--- config.mk ---
export PLATFORM = sky130hd
export DESIGN_NAME = adf_formatter
export DESIGN_NICKNAME = d
export VERILOG_FILES = /design/src/verilog/adf_pkg.sv /design/src/verilog/adf_formatter.sv /design/src/verilog/adf_chan_fmt.sv /design/src/verilog/adf_fifo.sv
export VERILOG_INCLUDE_DIRS = /design/src /design/src/verilog
export SDC_FILE = /design/constraint.sdc
export NUM_CORES = 1
export LEC_CHECK = 0
export ABC_AREA = 1
export BUFFER_PORTS_ARGS = -buffer_cell sky130_fd_sc_hd__buf_4
export CORE_MARGIN = 4
export CORE_UTILIZATION = 59
export DETAILED_ROUTE_END_ITERATION = 8
export PLACE_DENSITY = 0.77
export SETUP_SLACK_MARGIN = 0.15
export SYNTH_ARGS = -nofsm -noshare
export SYNTH_HDL_FRONTEND = slang
export SYNTH_SLANG_ARGS = --single-unit
--- constraint.sdc ---
create_clock -name clk -period 2.6 [get_ports clk]
set_input_delay 0.13 -clock clk [delete_from_list [all_inputs] [get_ports clk]]
set_output_delay 0.13 -clock clk [all_outputs]
set_load 0.005 [all_outputs]
--- src/verilog/adf_consts.svh ---
`ifndef ADF_CONSTS_SVH
`define ADF_CONSTS_SVH

// Register offsets (byte addresses on the plain register port)
`define ADF_REG_RESET     8'h00
`define ADF_REG_FORMAT    8'h04
`define ADF_REG_STATUS    8'h08
`define ADF_REG_COUNT     8'h0c

// Reset register
`define ADF_SWRST_BIT     7

// Format register fields
`define ADF_TP_HI         5
`define ADF_TP_LO         3
`define ADF_POL_BIT       2
`define ADF_SCRAM_BIT     1
`define ADF_TWOS_BIT      0
`define ADF_FMT_RESET     8'h00

// Test pattern codes
`define ADF_TP_OFF        3'h0
`define ADF_TP_ZEROS      3'h1
`define ADF_TP_ONES       3'h3
`define ADF_TP_CHECKER    3'h5
`define ADF_TP_TOGGLE     3'h7

// Status register fields
`define ADF_ST_PHASE_BIT  0
`define ADF_ST_FULL_BIT   1
`define ADF_ST_VALID_BIT  2
`define ADF_ST_OVR1_BIT   4
`define ADF_ST_OVR2_BIT   5

`define ADF_COUNT_RESET   8'h00
`define ADF_RDATA_IDLE    8'h00

`endif

--- src/verilog/adf_pkg.sv ---
package adf_pkg;

	typedef struct packed {
		logic        overrange_flag;
		logic [15:0] sample_bits;
	} adf_word_t;

	typedef struct packed {
		adf_word_t ch2;
		adf_word_t ch1;
	} adf_pair_t;

	typedef struct packed {
		logic [2:0] test_pattern_select;
		logic       alt_polarity_enable;
		logic       scrambler_enable;
		logic       signed_format_select;
	} adf_fmt_t;

	typedef enum logic {
		ADF_PH_A = 1'b0,
		ADF_PH_B = 1'b1
	} adf_phase_t;

endpackage

--- src/verilog/adf_formatter.sv ---
`timescale 1ns/1ps
`include "adf_consts.svh"

////////////////////////////////////////////////////////////////////////////////
// How it works
// - Pattern 000 passes normal samples and flag
// - Pattern 001 drives all outputs low
// - Pattern 011 drives all outputs high
// - Pattern 101 alternates checkerboard and its complement
// - Pattern 111 alternates all zeros, all ones
// - Bit 2 turns polarity alternation on/off
// - Polarity alternation forces offset binary output
// - Bit 1 enables the output randomizer
// - Bit 0 selects offset binary or two's complement
// - Software reset clears format register to zero
module adf_formatter
	import adf_pkg::*;
#(
	parameter int FIFO_DEPTH = 4
) (
	input  wire logic       clk,
	input  wire logic       sys_rst,
	input  wire logic [7:0] reg_addr,
	input  wire logic [7:0] reg_wdata,
	input  wire logic       reg_wr,
	input  wire logic       reg_rd,
	output logic [7:0]      reg_rdata,
	input  wire logic       in_valid,
	output logic            in_ready,
	input  wire adf_pair_t  in_data,
	output logic            out_valid,
	input  wire logic       out_ready,
	output adf_pair_t       out_data
);

	////////////////////////////////////////////////////////////////////////////
	// State

	typedef struct packed {
		adf_fmt_t   fmt;
		adf_phase_t phase;
		logic       ovr1_seen;
		logic       ovr2_seen;
		logic [7:0] count;
		logic [7:0] rdata;
		logic       flush;
	} adf_top_st_t;

	adf_top_st_t st_r;
	adf_top_st_t st_nxt;

	// Only the format field of the reset byte, so the cast is width-exact
	localparam logic [7:0] FMT_RST_BYTE = `ADF_FMT_RESET;

	adf_pair_t   fmt_pair;
	logic        accept;
	logic        wr_reset;
	logic        wr_format;
	logic        wr_status;
	logic        sw_reset;
	logic [7:0]  fmt_rd;
	logic [7:0]  status_rd;
	logic [7:0]  rd_mux;
	logic        fifo_in_ready;
	logic        fifo_in_valid;

	////////////////////////////////////////////////////////////////////////////
	// Register decode

	assign wr_reset  = reg_wr && (reg_addr == `ADF_REG_RESET);
	assign wr_format = reg_wr && (reg_addr == `ADF_REG_FORMAT);
	assign wr_status = reg_wr && (reg_addr == `ADF_REG_STATUS);
	assign sw_reset  = wr_reset && reg_wdata[`ADF_SWRST_BIT];

	always_comb begin
		fmt_rd = `ADF_FMT_RESET;
		fmt_rd[`ADF_TP_HI:`ADF_TP_LO] = st_r.fmt.test_pattern_select;
		fmt_rd[`ADF_POL_BIT]          = st_r.fmt.alt_polarity_enable;
		fmt_rd[`ADF_SCRAM_BIT]        = st_r.fmt.scrambler_enable;
		fmt_rd[`ADF_TWOS_BIT]         = st_r.fmt.signed_format_select;
	end

	always_comb begin
		status_rd = '0;
		status_rd[`ADF_ST_PHASE_BIT] = (st_r.phase == ADF_PH_B);
		status_rd[`ADF_ST_FULL_BIT]  = !fifo_in_ready;
		status_rd[`ADF_ST_VALID_BIT] = out_valid;
		status_rd[`ADF_ST_OVR1_BIT]  = st_r.ovr1_seen;
		status_rd[`ADF_ST_OVR2_BIT]  = st_r.ovr2_seen;
	end

	always_comb begin
		case (reg_addr)
			`ADF_REG_FORMAT: rd_mux = fmt_rd;
			`ADF_REG_STATUS: rd_mux = status_rd;
			`ADF_REG_COUNT:  rd_mux = st_r.count;
			// Reset bit self-clears, so it always reads zero
			default:         rd_mux = `ADF_RDATA_IDLE;
		endcase
	end

	////////////////////////////////////////////////////////////////////////////
	// Sample path

	// Flush cycle after a software reset refuses input
	assign fifo_in_valid = in_valid && !st_r.flush;
	assign in_ready      = fifo_in_ready && !st_r.flush;
	assign accept        = fifo_in_valid && fifo_in_ready;

	adf_chan_fmt #(
		.DATA_W (16)
	) u_fmt_ch1 (
		.fmt      (st_r.fmt),
		.phase    (st_r.phase),
		.raw_ovr  (in_data.ch1.overrange_flag),
		.raw_data (in_data.ch1.sample_bits),
		.fmt_ovr  (fmt_pair.ch1.overrange_flag),
		.fmt_data (fmt_pair.ch1.sample_bits)
	);

	adf_chan_fmt #(
		.DATA_W (16)
	) u_fmt_ch2 (
		.fmt      (st_r.fmt),
		.phase    (st_r.phase),
		.raw_ovr  (in_data.ch2.overrange_flag),
		.raw_data (in_data.ch2.sample_bits),
		.fmt_ovr  (fmt_pair.ch2.overrange_flag),
		.fmt_data (fmt_pair.ch2.sample_bits)
	);

	// Downstream back-pressure stalls the converter side through in_ready
	adf_fifo #(
		.WIDTH ($bits(adf_pair_t)),
		.DEPTH (FIFO_DEPTH)
	) u_fifo (
		.clk       (clk),
		.sys_rst   (sys_rst),
		.flush     (st_r.flush),
		.in_valid  (fifo_in_valid),
		.in_ready  (fifo_in_ready),
		.in_data   (fmt_pair),
		.out_valid (out_valid),
		.out_ready (out_ready),
		.out_data  (out_data)
	);

	////////////////////////////////////////////////////////////////////////////
	// Next state

	always_comb begin
		st_nxt = st_r;
		st_nxt.flush = 1'b0;
		st_nxt.rdata = reg_rd ? rd_mux : `ADF_RDATA_IDLE;

		if (wr_format) begin
			st_nxt.fmt.test_pattern_select  = reg_wdata[`ADF_TP_HI:`ADF_TP_LO];
			st_nxt.fmt.alt_polarity_enable  = reg_wdata[`ADF_POL_BIT];
			st_nxt.fmt.scrambler_enable     = reg_wdata[`ADF_SCRAM_BIT];
			st_nxt.fmt.signed_format_select = reg_wdata[`ADF_TWOS_BIT];
		end

		if (accept) begin
			// Alternating patterns step once per sample accepted into the FIFO
			st_nxt.phase = (st_r.phase == ADF_PH_A) ? ADF_PH_B : ADF_PH_A;
			st_nxt.count = st_r.count + 8'h01;
		end

		// Sticky flags: a new overrange beats a write-one clear
		if (wr_status && reg_wdata[`ADF_ST_OVR1_BIT]) begin
			st_nxt.ovr1_seen = 1'b0;
		end
		if (wr_status && reg_wdata[`ADF_ST_OVR2_BIT]) begin
			st_nxt.ovr2_seen = 1'b0;
		end
		if (accept && in_data.ch1.overrange_flag) begin
			st_nxt.ovr1_seen = 1'b1;
		end
		if (accept && in_data.ch2.overrange_flag) begin
			st_nxt.ovr2_seen = 1'b1;
		end

		if (sw_reset) begin
			st_nxt.fmt       = adf_fmt_t'(FMT_RST_BYTE[`ADF_TP_HI:0]);
			st_nxt.phase     = ADF_PH_A;
			st_nxt.ovr1_seen = 1'b0;
			st_nxt.ovr2_seen = 1'b0;
			st_nxt.count     = `ADF_COUNT_RESET;
			st_nxt.flush     = 1'b1;
		end
	end

	always_ff @(posedge clk) begin
		if (sys_rst) begin
			st_r <= '0;
		end else begin
			st_r <= st_nxt;
		end
	end

	assign reg_rdata = st_r.rdata;

endmodule

--- src/verilog/adf_chan_fmt.sv ---
`timescale 1ns/1ps
`include "adf_consts.svh"

module adf_chan_fmt
	import adf_pkg::*;
#(
	parameter int DATA_W = 16
) (
	input  wire adf_fmt_t          fmt,
	input  wire adf_phase_t        phase,
	input  wire logic              raw_ovr,
	input  wire logic [DATA_W-1:0] raw_data,
	output logic                   fmt_ovr,
	output logic [DATA_W-1:0]      fmt_data
);

	logic [DATA_W-1:0] coded;
	logic [DATA_W-1:0] chk_word;

	always_comb begin
		coded = raw_data;
		// Polarity alternation forces offset binary
		if (fmt.signed_format_select && !fmt.alt_polarity_enable) begin
			coded[DATA_W-1] = ~raw_data[DATA_W-1];
		end
		if (fmt.alt_polarity_enable) begin
			for (int i = 1; i < DATA_W; i += 2) begin
				coded[i] = ~coded[i];
			end
		end
		// LSB stays plain so the receiver can undo the scrambling
		if (fmt.scrambler_enable) begin
			for (int i = 1; i < DATA_W; i++) begin
				coded[i] = coded[i] ^ coded[0];
			end
		end
	end

	always_comb begin
		for (int i = 0; i < DATA_W; i++) begin
			chk_word[i] = (i % 2 == 0);
		end
	end

	always_comb begin
		case (fmt.test_pattern_select)
			`ADF_TP_OFF: begin
				fmt_ovr  = raw_ovr;
				fmt_data = coded;
			end
			`ADF_TP_ZEROS: begin
				fmt_ovr  = 1'b0;
				fmt_data = '0;
			end
			`ADF_TP_ONES: begin
				fmt_ovr  = 1'b1;
				fmt_data = '1;
			end
			`ADF_TP_CHECKER: begin
				fmt_ovr  = (phase == ADF_PH_A);
				fmt_data = (phase == ADF_PH_A) ? chk_word : ~chk_word;
			end
			`ADF_TP_TOGGLE: begin
				fmt_ovr  = (phase == ADF_PH_B);
				fmt_data = (phase == ADF_PH_B) ? '1 : '0;
			end
			default: begin
				// Undefined codes pass normal data through
				fmt_ovr  = raw_ovr;
				fmt_data = coded;
			end
		endcase
	end

endmodule

--- src/verilog/adf_fifo.sv ---
`timescale 1ns/1ps

module adf_fifo #(
	parameter int WIDTH = 34,
	parameter int DEPTH = 4
) (
	input  wire logic             clk,
	input  wire logic             sys_rst,
	input  wire logic             flush,
	input  wire logic             in_valid,
	output logic                  in_ready,
	input  wire logic [WIDTH-1:0] in_data,
	output logic                  out_valid,
	input  wire logic             out_ready,
	output logic [WIDTH-1:0]      out_data
);

	localparam int PW = (DEPTH > 1) ? $clog2(DEPTH) : 1;
	localparam int CW = $clog2(DEPTH + 1);
	localparam logic [PW-1:0] LAST = PW'(DEPTH - 1);
	localparam logic [CW-1:0] FULL = CW'(DEPTH);

	typedef struct packed {
		logic [DEPTH-1:0][WIDTH-1:0] mem;
		logic [PW-1:0]               wr_ptr;
		logic [PW-1:0]               rd_ptr;
		logic [CW-1:0]               count;
	} adf_fifo_st_t;

	adf_fifo_st_t st_r;
	adf_fifo_st_t st_nxt;
	logic         push;
	logic         pop;

	assign in_ready  = (st_r.count != FULL);
	assign out_valid = (st_r.count != '0);
	assign out_data  = st_r.mem[st_r.rd_ptr];
	assign push      = in_valid && in_ready;
	assign pop       = out_valid && out_ready;

	always_comb begin
		st_nxt = st_r;
		if (push) begin
			st_nxt.mem[st_r.wr_ptr] = in_data;
			st_nxt.wr_ptr = (st_r.wr_ptr == LAST) ? '0 : st_r.wr_ptr + 1'b1;
		end
		if (pop) begin
			st_nxt.rd_ptr = (st_r.rd_ptr == LAST) ? '0 : st_r.rd_ptr + 1'b1;
		end
		case ({push, pop})
			2'b10:   st_nxt.count = st_r.count + 1'b1;
			2'b01:   st_nxt.count = st_r.count - 1'b1;
			default: st_nxt.count = st_r.count;
		endcase
		if (flush) begin
			st_nxt.wr_ptr = '0;
			st_nxt.rd_ptr = '0;
			st_nxt.count  = '0;
		end
	end

	always_ff @(posedge clk) begin
		if (sys_rst) begin
			st_r <= '0;
		end else begin
			st_r <= st_nxt;
		end
	end

endmodule

==> results of run 1 <==
==> flip-flops by register name (all words and copies together) (netlist names) <==
signal	flops
st_r	12
u_fifo.st_r	143
fmt_rd	6
reg_rdata	8
==> power by group through the flow <==
stage | Clock [mW] | Combinational, mW | Sequential [mW]
CTS | 2.46 | 2.59 | 3.06
global route | 2.56 | 2.88 | 3.09
detailed placement | 0 | 2.56 | 3.11
global placement | 0 | 2.53 | 3.10
floorplan | 0 | 1.59 | 3.06
finish | 2.43 | 2.59 | 3.06
==> worst min-delay path: cells and delay by family <==
kind / cells / cell delay [ns]
buffers and inverters: 1 / 0.11
and+or+nand+nor: 1 / 0.09
AOI/OAI and AO/OA: 1 / 0.07
==> layer usage <==
layer,wire length [µm],part of all wire,track usage
met1,9760,0.45,0.367
met2,10300,0.47,0.428
met3,1520,0.069,0.0535
met4,348,0.016,0.0743
met5,0,0,0
==> cell families (layout without fill, tap and decap cells) <==
kind of cell	Yosys count	after routing	share of synthesized area
simple gates	531	531	0.271
compound gates	288	288	0.197
buf+inv	210	285	0.107
flops	169	169	0.396
xor+xnor	16	16	0.0164
fa+ha+maj	8	8	0.0126
==> final timing paths <==
| path | from | cells past startpoint | slack [ns] | endpoint |
|---|---|---|---|---|
| setup / recovery | u_fifo.st_r[4]$_SDFFE_PP0P_ | 4 | 0.40 | out_data[0] |
| hold / removal | reg_wdata[3] | 3 | 0.02 | fmt_rd[3]$_SDFFE_PP0P_ |
| setup reg to reg | u_fifo.st_r[2]$_SDFFE_PP0P_ | 11 | 0.62 | u_fifo.st_r[2]$_SDFFE_PP0P_ |
| hold reg to reg | st_r[16]$_SDFFE_PP0N_ | 2 | 0.46 | reg_rdata[7]$_SDFF_PP0_ |
==> layout make-up <==
cell class | count | area (µm²)
multi-input combinational | 843 | 4260
fill | 1211 | 4120
sequential | 169 | 3380
timing repair buffer | 128 | 1010
inverter | 126 | 477
clock buffer | 22 | 474
tap | 180 | 225
clock inverter | 9 | 92.6
==> metrics by stage <==
stage	area, µm²	util	power (mW)
finish	9920	0.707	8.09
global route	9920	0.707	8.53
CTS	9920	0.707	8.10
detailed placement	9260	0.659	5.67
global placement	9260	0.659	5.63
floorplan	8550	-	4.65
==> cell usage in the layout (no fill, tap or decap), types with 5 or more instances in the layout <==
master,Yosys,layout
xor2_1,16,16
nand2_1,143,143
inv_2,7,8
clkbuf_16,0,17
nand3_1,120,120
dlygate4sd3_1,0,10
o21ai_1,24,24
o21a_1,64,64
o22ai_1,34,34
ha_1,7,7
a21oi_1,23,23
nand2_2,5,5
inv_1,118,116
o21ai_2,7,7
dfxtp_1,169,168
o21ai_0,132,132
buf_4,15,116
nor2_1,242,242
==> flow_metrics.tcl, run 1 <==
set metrics [dict create \
    status "completed" \
    syn_inst 1222 \
    maxCapViolations 0 \
    cts_root_buf "clkbuf_16" \
    holdWs_ns 0.0152 \
    gp_congestion 0.808 \
    internal_power_mw 5.38 \
    netlist_area_mm2 0.00855 \
    cts.repair.resized 0 \
    path_clk_slew_ns 0.06 \
    ys_types 37 \
    clockBufferDepth 2 \
    drv_slew 0 \
    synth_common_cells "242 x nor2_1, 169 x dfxtp_1, 143 x nand2_1" \
    setup_slack_ns 0.402 \
    die_height_um 128 \
    place_ws_ns 0.628 \
    grt_setup_unrepaired "no" \
    max_slew_margin 0.437 \
    cts_buffers 17 \
    dp_hpwl_um 13700 \
    grtUsageTotal 0.266 \
    setup_viol 0 \
    synth_warnings 0 \
    final_nets 1349 \
    cp.required_ns 2.47 \
    fin_crit_sh 0.845 \
    io_pins 100 \
    path_buf_inv 2 \
    coreArea_mm2 0.0140 \
    drc 0 \
    combPwrFrac 0.321 \
    cts_sinks 169 \
    critical-path-slowest-cell "dfxtp_1" \
    hp-class "input port to flop" \
    synth-edff-count 0 \
    grt_pass1_wl_um 35800 \
    numPortBuffers 98 \
    fmax_ghz 0.455 \
    via_per_inst 5.46 \
    power.leakage_nw 4.70 \
    gr-total-overflow 0 \
    synth_top_area_cell "dfxtp_1" \
    switchingPower_mw 2.71 \
    seq_area_frac_synth 0.396 \
    seqPwrFrac 0.379 \
    design.die.area_mm2 0.0165 \
    cp-end-kind "output pin" \
    wl_per_cell_um 14.8 \
    area_delta_synth_final_pct 16.1 \
    final_hold_viol_count 0 \
    cp_top_family "flip-flops" \
    cpMostUsedCell "buf_4" \
    cp-start-kind "flop" \
    hold_buffers 10 \
    clk_latency_ns 0.43 \
    initial_core_util 0.609 \
    firstDrtPassIters 5 \
    synth_area_per_cell_um2 7.00 \
    vdd.ir_drop.worst_mv 0.546 \
    worstPathMaxFanout 24 \
    row_count 43 \
    grt_pass1_vias 7352 \
    ys_ff_latch 169 \
    wirelength_um 21900 \
    synth_area_leaders "dfxtp_1 40%, nor2_1 11%, o21ai_0 7.7%" \
    synth_top_cell_area_share 0.396 \
    synth.most_common_cell "nor2_1" \
    crit_type "flop to output pin" \
    worst_slew_pin_slew_ns 0.841 \
    instances_no_fill 1477 \
    powerDensity_mw_per_mm2 815 \
    clockPowerShare 0.301 \
    drive_gt1_frac 0.144 \
    crit_path_cell_trace "buf_4 -> o21ai_0 -> o22ai_1 -> buf_4" \
    die_x_um 128 \
    max_stage_delay_ns 0.63 \
    synth_ff_type "dfxtp_1" \
    num_vias 8059 \
    switching_share 0.335 \
    htree_num_levels 4 \
    cp.arrival_ns 2.07 \
    finalCriticalPeriod_ns 2.20 \
    worst_clock_skew_ns 0.00819 \
    synth_nets 1286 \
    drt.antenna.violating_nets 0 \
    tritoncts "built" \
    final.setup.tns_ns 0 \
    placed_cells 1436 \
    dr.first_iter.drc_count 757 \
    antenna_cells 0 \
    synth_async_sr_flop_share 0 \
    grt_max_degree 137 \
    post_cts_buffers 0 \
    antenna_found_initial 0 \
]
No activity file was read; power rests on OpenSTA's default activity.
==> run 2, diff against run 1 <==
==> constraint.sdc (replaced) <==
create_clock -name clk -period 2.1 [get_ports clk]
set_input_delay 0.105 -clock clk [delete_from_list [all_inputs] [get_ports clk]]
set_output_delay 0.105 -clock clk [all_outputs]
set_load 0.005 [all_outputs]
==> run 2 against run 1 <==
Against the previous run:
- non-clock buffer count rose by 10
- wire length rose by 3.2%
- combinational power rose by 31%
- global-route usage rose by 0.85 points
- count of clock-buffer cells in the layout fell by 3
- critical path depth rose by 7
- die area did not move
- power rose by 31%
- core utilization rose by 1.9 points
- sequential share of layout area fell by 0.84 points
==> flow_metrics.tcl, run 2 (synthesis gave the netlist of run 1 again) <==
set metrics [dict create \
    status "completed" \
    grt_max_degree 137 \
    placed_cells 1439 \
    layout_common_cells "242 x nor2_1, 167 x dfxtp_1, 142 x nand2_1" \
    grt_pass1_wl_um 36800 \
    grt_setup_unrepaired "yes" \
    vdd.ir_drop.worst_mv 0.677 \
    firstDrtPassIters 6 \
    cp-start-kind "flop" \
    clockPowerShare 0.324 \
    num_vias 8306 \
    dr.first_iter.drc_count 938 \
    wl_per_cell_um 15.2 \
    io_pins 100 \
    area_delta_synth_final_pct 19.1 \
    largest_reg_flops 143 \
    path_clk_slew_ns 0.06 \
    die_height_um 128 \
    p_total_mw 10.6 \
    top_register "u_fifo.st_r" \
    final_nets 1359 \
    drc 0 \
    switchingPower_mw 3.45 \
    drive_gt1_frac 0.149 \
    final_common_cell "nor2_1" \
    max_slew_margin 0.615 \
    place_ws_ns 0.159 \
    power.leakage_nw 4.81 \
    final_hold_viol_count 0 \
    antenna_found_initial 0 \
    internal_power_mw 7.18 \
    finalCriticalPeriod_ns 1.99 \
    wirelength_um 22600 \
    post_cts_buffers 0 \
    htree_num_levels 4 \
    row_count 43 \
    grt_pass1_vias 7672 \
    design.die.area_mm2 0.0165 \
    gr-total-overflow 0 \
    hp-class "input port to flop" \
    setup_viol 0 \
    instances_no_fill 1487 \
    tritoncts "built" \
    switching_share 0.325 \
    clk_latency_ns 0.43 \
    numPortBuffers 98 \
    maxCapViolations 0 \
    cp.arrival_ns 2.30 \
    via_per_inst 5.59 \
    worst_clock_skew_ns 0.00556 \
    grtUsageTotal 0.275 \
    worst_slew_pin_slew_ns 0.576 \
    initial_core_util 0.609 \
    powerDensity_mw_per_mm2 1040 \
    clockBufferDepth 2 \
    cp-end-kind "flop" \
    antenna_cells 0 \
    dp_hpwl_um 13800 \
    gp_congestion 0.812 \
    drt.antenna.violating_nets 0 \
    cts_root_buf "clkbuf_16" \
    cp.required_ns 2.41 \
    seqPwrFrac 0.357 \
    crit_type "flop to flop" \
    die_x_um 128 \
    fin_crit_sh 0.946 \
    drv_slew 0 \
    place_area_mm2 0.00934 \
    combPwrFrac 0.319 \
    worstPathMaxFanout 5 \
    fmax_ghz 0.503 \
    coreArea_mm2 0.0140 \
    setup_slack_ns 0.113 \
    cts_buffers 17 \
    cts_sinks 169 \
    fillers 1189 \
    final.setup.tns_ns 0 \
    stdcell_area_mm2 0.0102 \
]
run 2: cell types whose count changed in the layout (fill, tap and decap cells not counted), sizes merged:
cell and delta:
buf +3, dlygate4sd3 +7, inv -1, bufinv +4, clkbuf -3
run 2: final cells by class:
type	instances	area, µm²	share of cell area
inverter	126	480	0.0472
multi-input combinational	843	4270	0.420
timing repair buffer	138	1180	0.116
sequential	169	3390	0.333
clock buffer	19	443	0.0435
clock inverter	12	198	0.0194
tap	180	225	0.0221
run 2: repair_timing:
item / CTS / global route
setup endpoints to repair: 1 / 4
pin swaps: 0 / 0
hold buffers: 17 / 0
hold endpoints to repair: 11 / 0
resized for setup: 1 / 8
run 2: layer usage:
layer  vias to the layer above  track usage  wire length [µm]  share of wire
met1                      3857        0.365              9890           0.44
met4                         0        0.107               556          0.025
met2                       288        0.443             10800           0.48
met5                         -            0                 0              0
li1                       4112            -                 -              -
met3                        49       0.0544              1430          0.063
run 2: worst paths after layout:
check	start	to	slack [ns]	cells past startpoint
setup / recovery	u_fifo.st_r[1]$_SDFFE_PP0P_	u_fifo.st_r[2]$_SDFFE_PP0P_	0.11	11
hold / removal	out_ready	u_fifo.st_r[4]$_SDFFE_PP0P_	0.001	3
setup reg to reg	u_fifo.st_r[1]$_SDFFE_PP0P_	u_fifo.st_r[2]$_SDFFE_PP0P_	0.11	11
hold reg to reg	st_r[16]$_SDFFE_PP0N_	reg_rdata[7]$_SDFF_PP0_	0.46	2
run 2: power by group through the flow:
| stage | Sequential [mW] | Clock (mW) | Combinational, mW |
|---|---|---|---|
| floorplan | 3.79 | 0 | 1.97 |
| global placement | 3.82 | 0 | 3.25 |
| detailed placement | 3.83 | 0 | 3.31 |
| CTS | 3.77 | 3.46 | 3.35 |
| global route | 3.83 | 3.59 | 3.75 |
| finish | 3.80 | 3.44 | 3.39 |
run 2: worst max-delay path, stage by stage (launching register included):
cell,delay (ns)
dfxtp_1,0.41
nor3_4,0.05
inv_1,0.08
nand2_2,0.08
inv_1,0.06
ha_1,0.15
inv_1,0.08
fa_1,0.39
o21ai_0,0.26
a21oi_1,0.09
o21ai_0,0.17
a21oi_1,0.05
run 2: metrics by stage:
stage                      util  hold slack [ns]
after CTS                 0.723           0.0161
after global placement    0.665            0.332
after floorplan               -            0.177
after global routing      0.725          0.00710
after detailed placement  0.665            0.342
final                     0.725          0.00146
==> run 3, diff against run 2 <==
--- a/config.mk
+++ b/config.mk
@@ -8,9 +8,9 @@
 export LEC_CHECK = 0
 export ABC_AREA = 1
 export BUFFER_PORTS_ARGS = -buffer_cell sky130_fd_sc_hd__buf_4
-export CORE_MARGIN = 4
 export CORE_UTILIZATION = 59
 export DETAILED_ROUTE_END_ITERATION = 8
+export MAX_ROUTING_LAYER = met4
 export PLACE_DENSITY = 0.77
 export SETUP_SLACK_MARGIN = 0.15
 export SYNTH_ARGS = -nofsm -noshare
==> run 3 against run 2 <==
Against the previous run:
- critical path depth down 6
- the run now ends with hold timing left
- register-to-register slack better by 0.12 ns
- global-route usage up 4.7 points
- critical endpoint is now out_data[17]
- power down 1.1%
==> flow_metrics.tcl, run 3 (synthesis gave the netlist of run 1 again) <==
set metrics [dict create \
    status "complete, but fails checks" \
    violations "hold timing" \
    powerDensity_mw_per_mm2 1030 \
    cp-end-kind "output pin" \
    setup_viol 0 \
    grt_max_degree 75 \
    die_x_um 122 \
    cp-start-kind "flop" \
    coreArea_mm2 0.0140 \
    worst_slew_pin_slew_ns 0.515 \
    multi_input_area_mm2 0.00429 \
    cts_sinks 169 \
    clockBufferDepth 2 \
    finalCriticalPeriod_ns 1.89 \
    layout.area.seq_mm2 0.00339 \
    crit_path_cell_trace "inv_2 -> buf_12 -> o21ai_0 -> o22ai_1 -> buf_4" \
    final.setup.tns_ns 0 \
    row_count 43 \
    gr-total-overflow 0 \
    reg2reg_setup_slack_ns 0.23 \
    num_vias 8308 \
    fmax_ghz 0.530 \
    via_per_inst 5.55 \
    antenna_cells 0 \
    vdd.ir_drop.worst_mv 0.705 \
    worstPathMaxFanout 31 \
    use_met1 0.407 \
    path_clk_slew_ns 0.07 \
    startpoint "u_fifo.st_r[3]$_SDFFE_PP0P_" \
    clk_latency_ns 0.44 \
    cp.required_ns 2.00 \
    grt_setup_unrepaired "yes" \
    grt_pass1_wl_um 36700 \
    drive_gt1_frac 0.159 \
    drc 0 \
    drv_slew 0 \
    critical_path.reg2reg.endpoint "u_fifo.st_r[71]$_SDFFE_PP0P_" \
    maxCapViolations 0 \
    p_total_mw 10.5 \
    stdcell_area_mm2 0.0103 \
    cts_root_buf "clkbuf_16" \
    wl_per_cell_um 15.1 \
    area_delta_synth_final_pct 19.9 \
    final_nets 1368 \
    crit_path_end "out_data[17]" \
    grtUsageTotal 0.322 \
    wirelength_um 22600 \
    place_ws_ns 0.119 \
    cp.arrival_ns 1.78 \
    firstDrtPassIters 5 \
    cts_buffers 17 \
    reg2reg_depth 9 \
    largest_reg_flops 143 \
    dp_hpwl_um 13800 \
    max_stage_delay_ns 0.34 \
    gr-usage-met3 0.0697 \
    crit_type "flop to output pin" \
    layout_common_cells "242 x nor2_1, 167 x dfxtp_1, 141 x nand2_1" \
    htree_num_levels 4 \
    io_pins 100 \
    place_area_mm2 0.00937 \
    initial_core_util 0.611 \
    holdWs_ns -0.0115 \
    grt_pass1_vias 7536 \
    fin_crit_sh 0.899 \
    drt.antenna.violating_nets 0 \
    fillers 1168 \
    setup_slack_ns 0.213 \
    top_register "u_fifo.st_r" \
    power.leakage_nw 4.84 \
    worst_clock_skew_ns 0.00960 \
    hp-class "input port to flop" \
    cp.depth 5 \
    globalRouteMet2Util 0.515 \
    max_slew_margin 0.655 \
    cp_top_family "buffers and inverters" \
    final_common_cell "nor2_1" \
    rr_startpoint "u_fifo.st_r[1]$_SDFFE_PP0P_" \
    final_hold_viol_count 1 \
    critical-path-slowest-cell "dfxtp_2" \
    top_usage_layer "met2" \
    gp_congestion 0.892 \
    design.die.area_mm2 0.0150 \
    dr.first_iter.drc_count 808 \
    die_height_um 122 \
    tritoncts "built" \
    path_buf_inv 3 \
    antenna_found_initial 0 \
    numPortBuffers 98 \
]
## run 3: layout make-up
cell class | count | area share
well taps | 180 | 0.0220
clock inverters | 15 | 0.0186
flip-flops and latches | 169 | 0.331
multi-input cells | 843 | 0.418
repair buffers | 147 | 0.123
inverters | 126 | 0.0469
clock buffers | 17 | 0.0415
## run 3: tightest hold or removal path: stages
cell	delay, ns
buf_4	0.12
nand2_2	0.09
a21oi_1	0.07
## run 3: report_power, final
part           leakage (nW)  internal, mW  switching [mW]
clock                 0.293          1.90            1.38
sequential             1.38          3.58           0.216
combinational          3.17          1.50            1.94
total                  4.84          6.98            3.53
## run 3: worst min path at each step
| stage | from | end | cells past startpoint |
|---|---|---|---|
| after global placement | sys_rst | st_r[0]$_SDFF_PP0_ | 2 |
| after floorplan | sys_rst | st_r[0]$_SDFF_PP0_ | 1 |
| after global routing | out_ready | u_fifo.st_r[3]$_SDFFE_PP0P_ | 3 |
| after CTS | reg_wr | fmt_rd[1]$_SDFFE_PP0P_ | 3 |
| after detailed placement | sys_rst | st_r[0]$_SDFF_PP0_ | 2 |
| final | out_ready | u_fifo.st_r[3]$_SDFFE_PP0P_ | 3 |
## run 3: repair_timing
item	CTS	global route
hold buffers	18	0
endpoints found under the setup margin	8	13
resized for setup	4	11
pin swaps	0	1
endpoints found under the hold margin	11	0
gates cloned	0	0
setup buffers	0	6
## run 3: layer usage
metal,vias to the layer above,wire (µm),share of wire
li1,4140,-,-
met1,3831,9980,0.44
met2,296,10800,0.48
met3,41,1460,0.065
met4,0,331,0.015
met5,-,0,0
## run 3: stage by stage
step / std cells / utilization
2_1_floorplan: 1222 / -
3_3_place_gp: 1441 / 0.670
6_report: 1497 / 0.733
3_5_place_dp: 1441 / 0.670
5_1_grt: 1497 / 0.733
4_1_cts: 1491 / 0.728
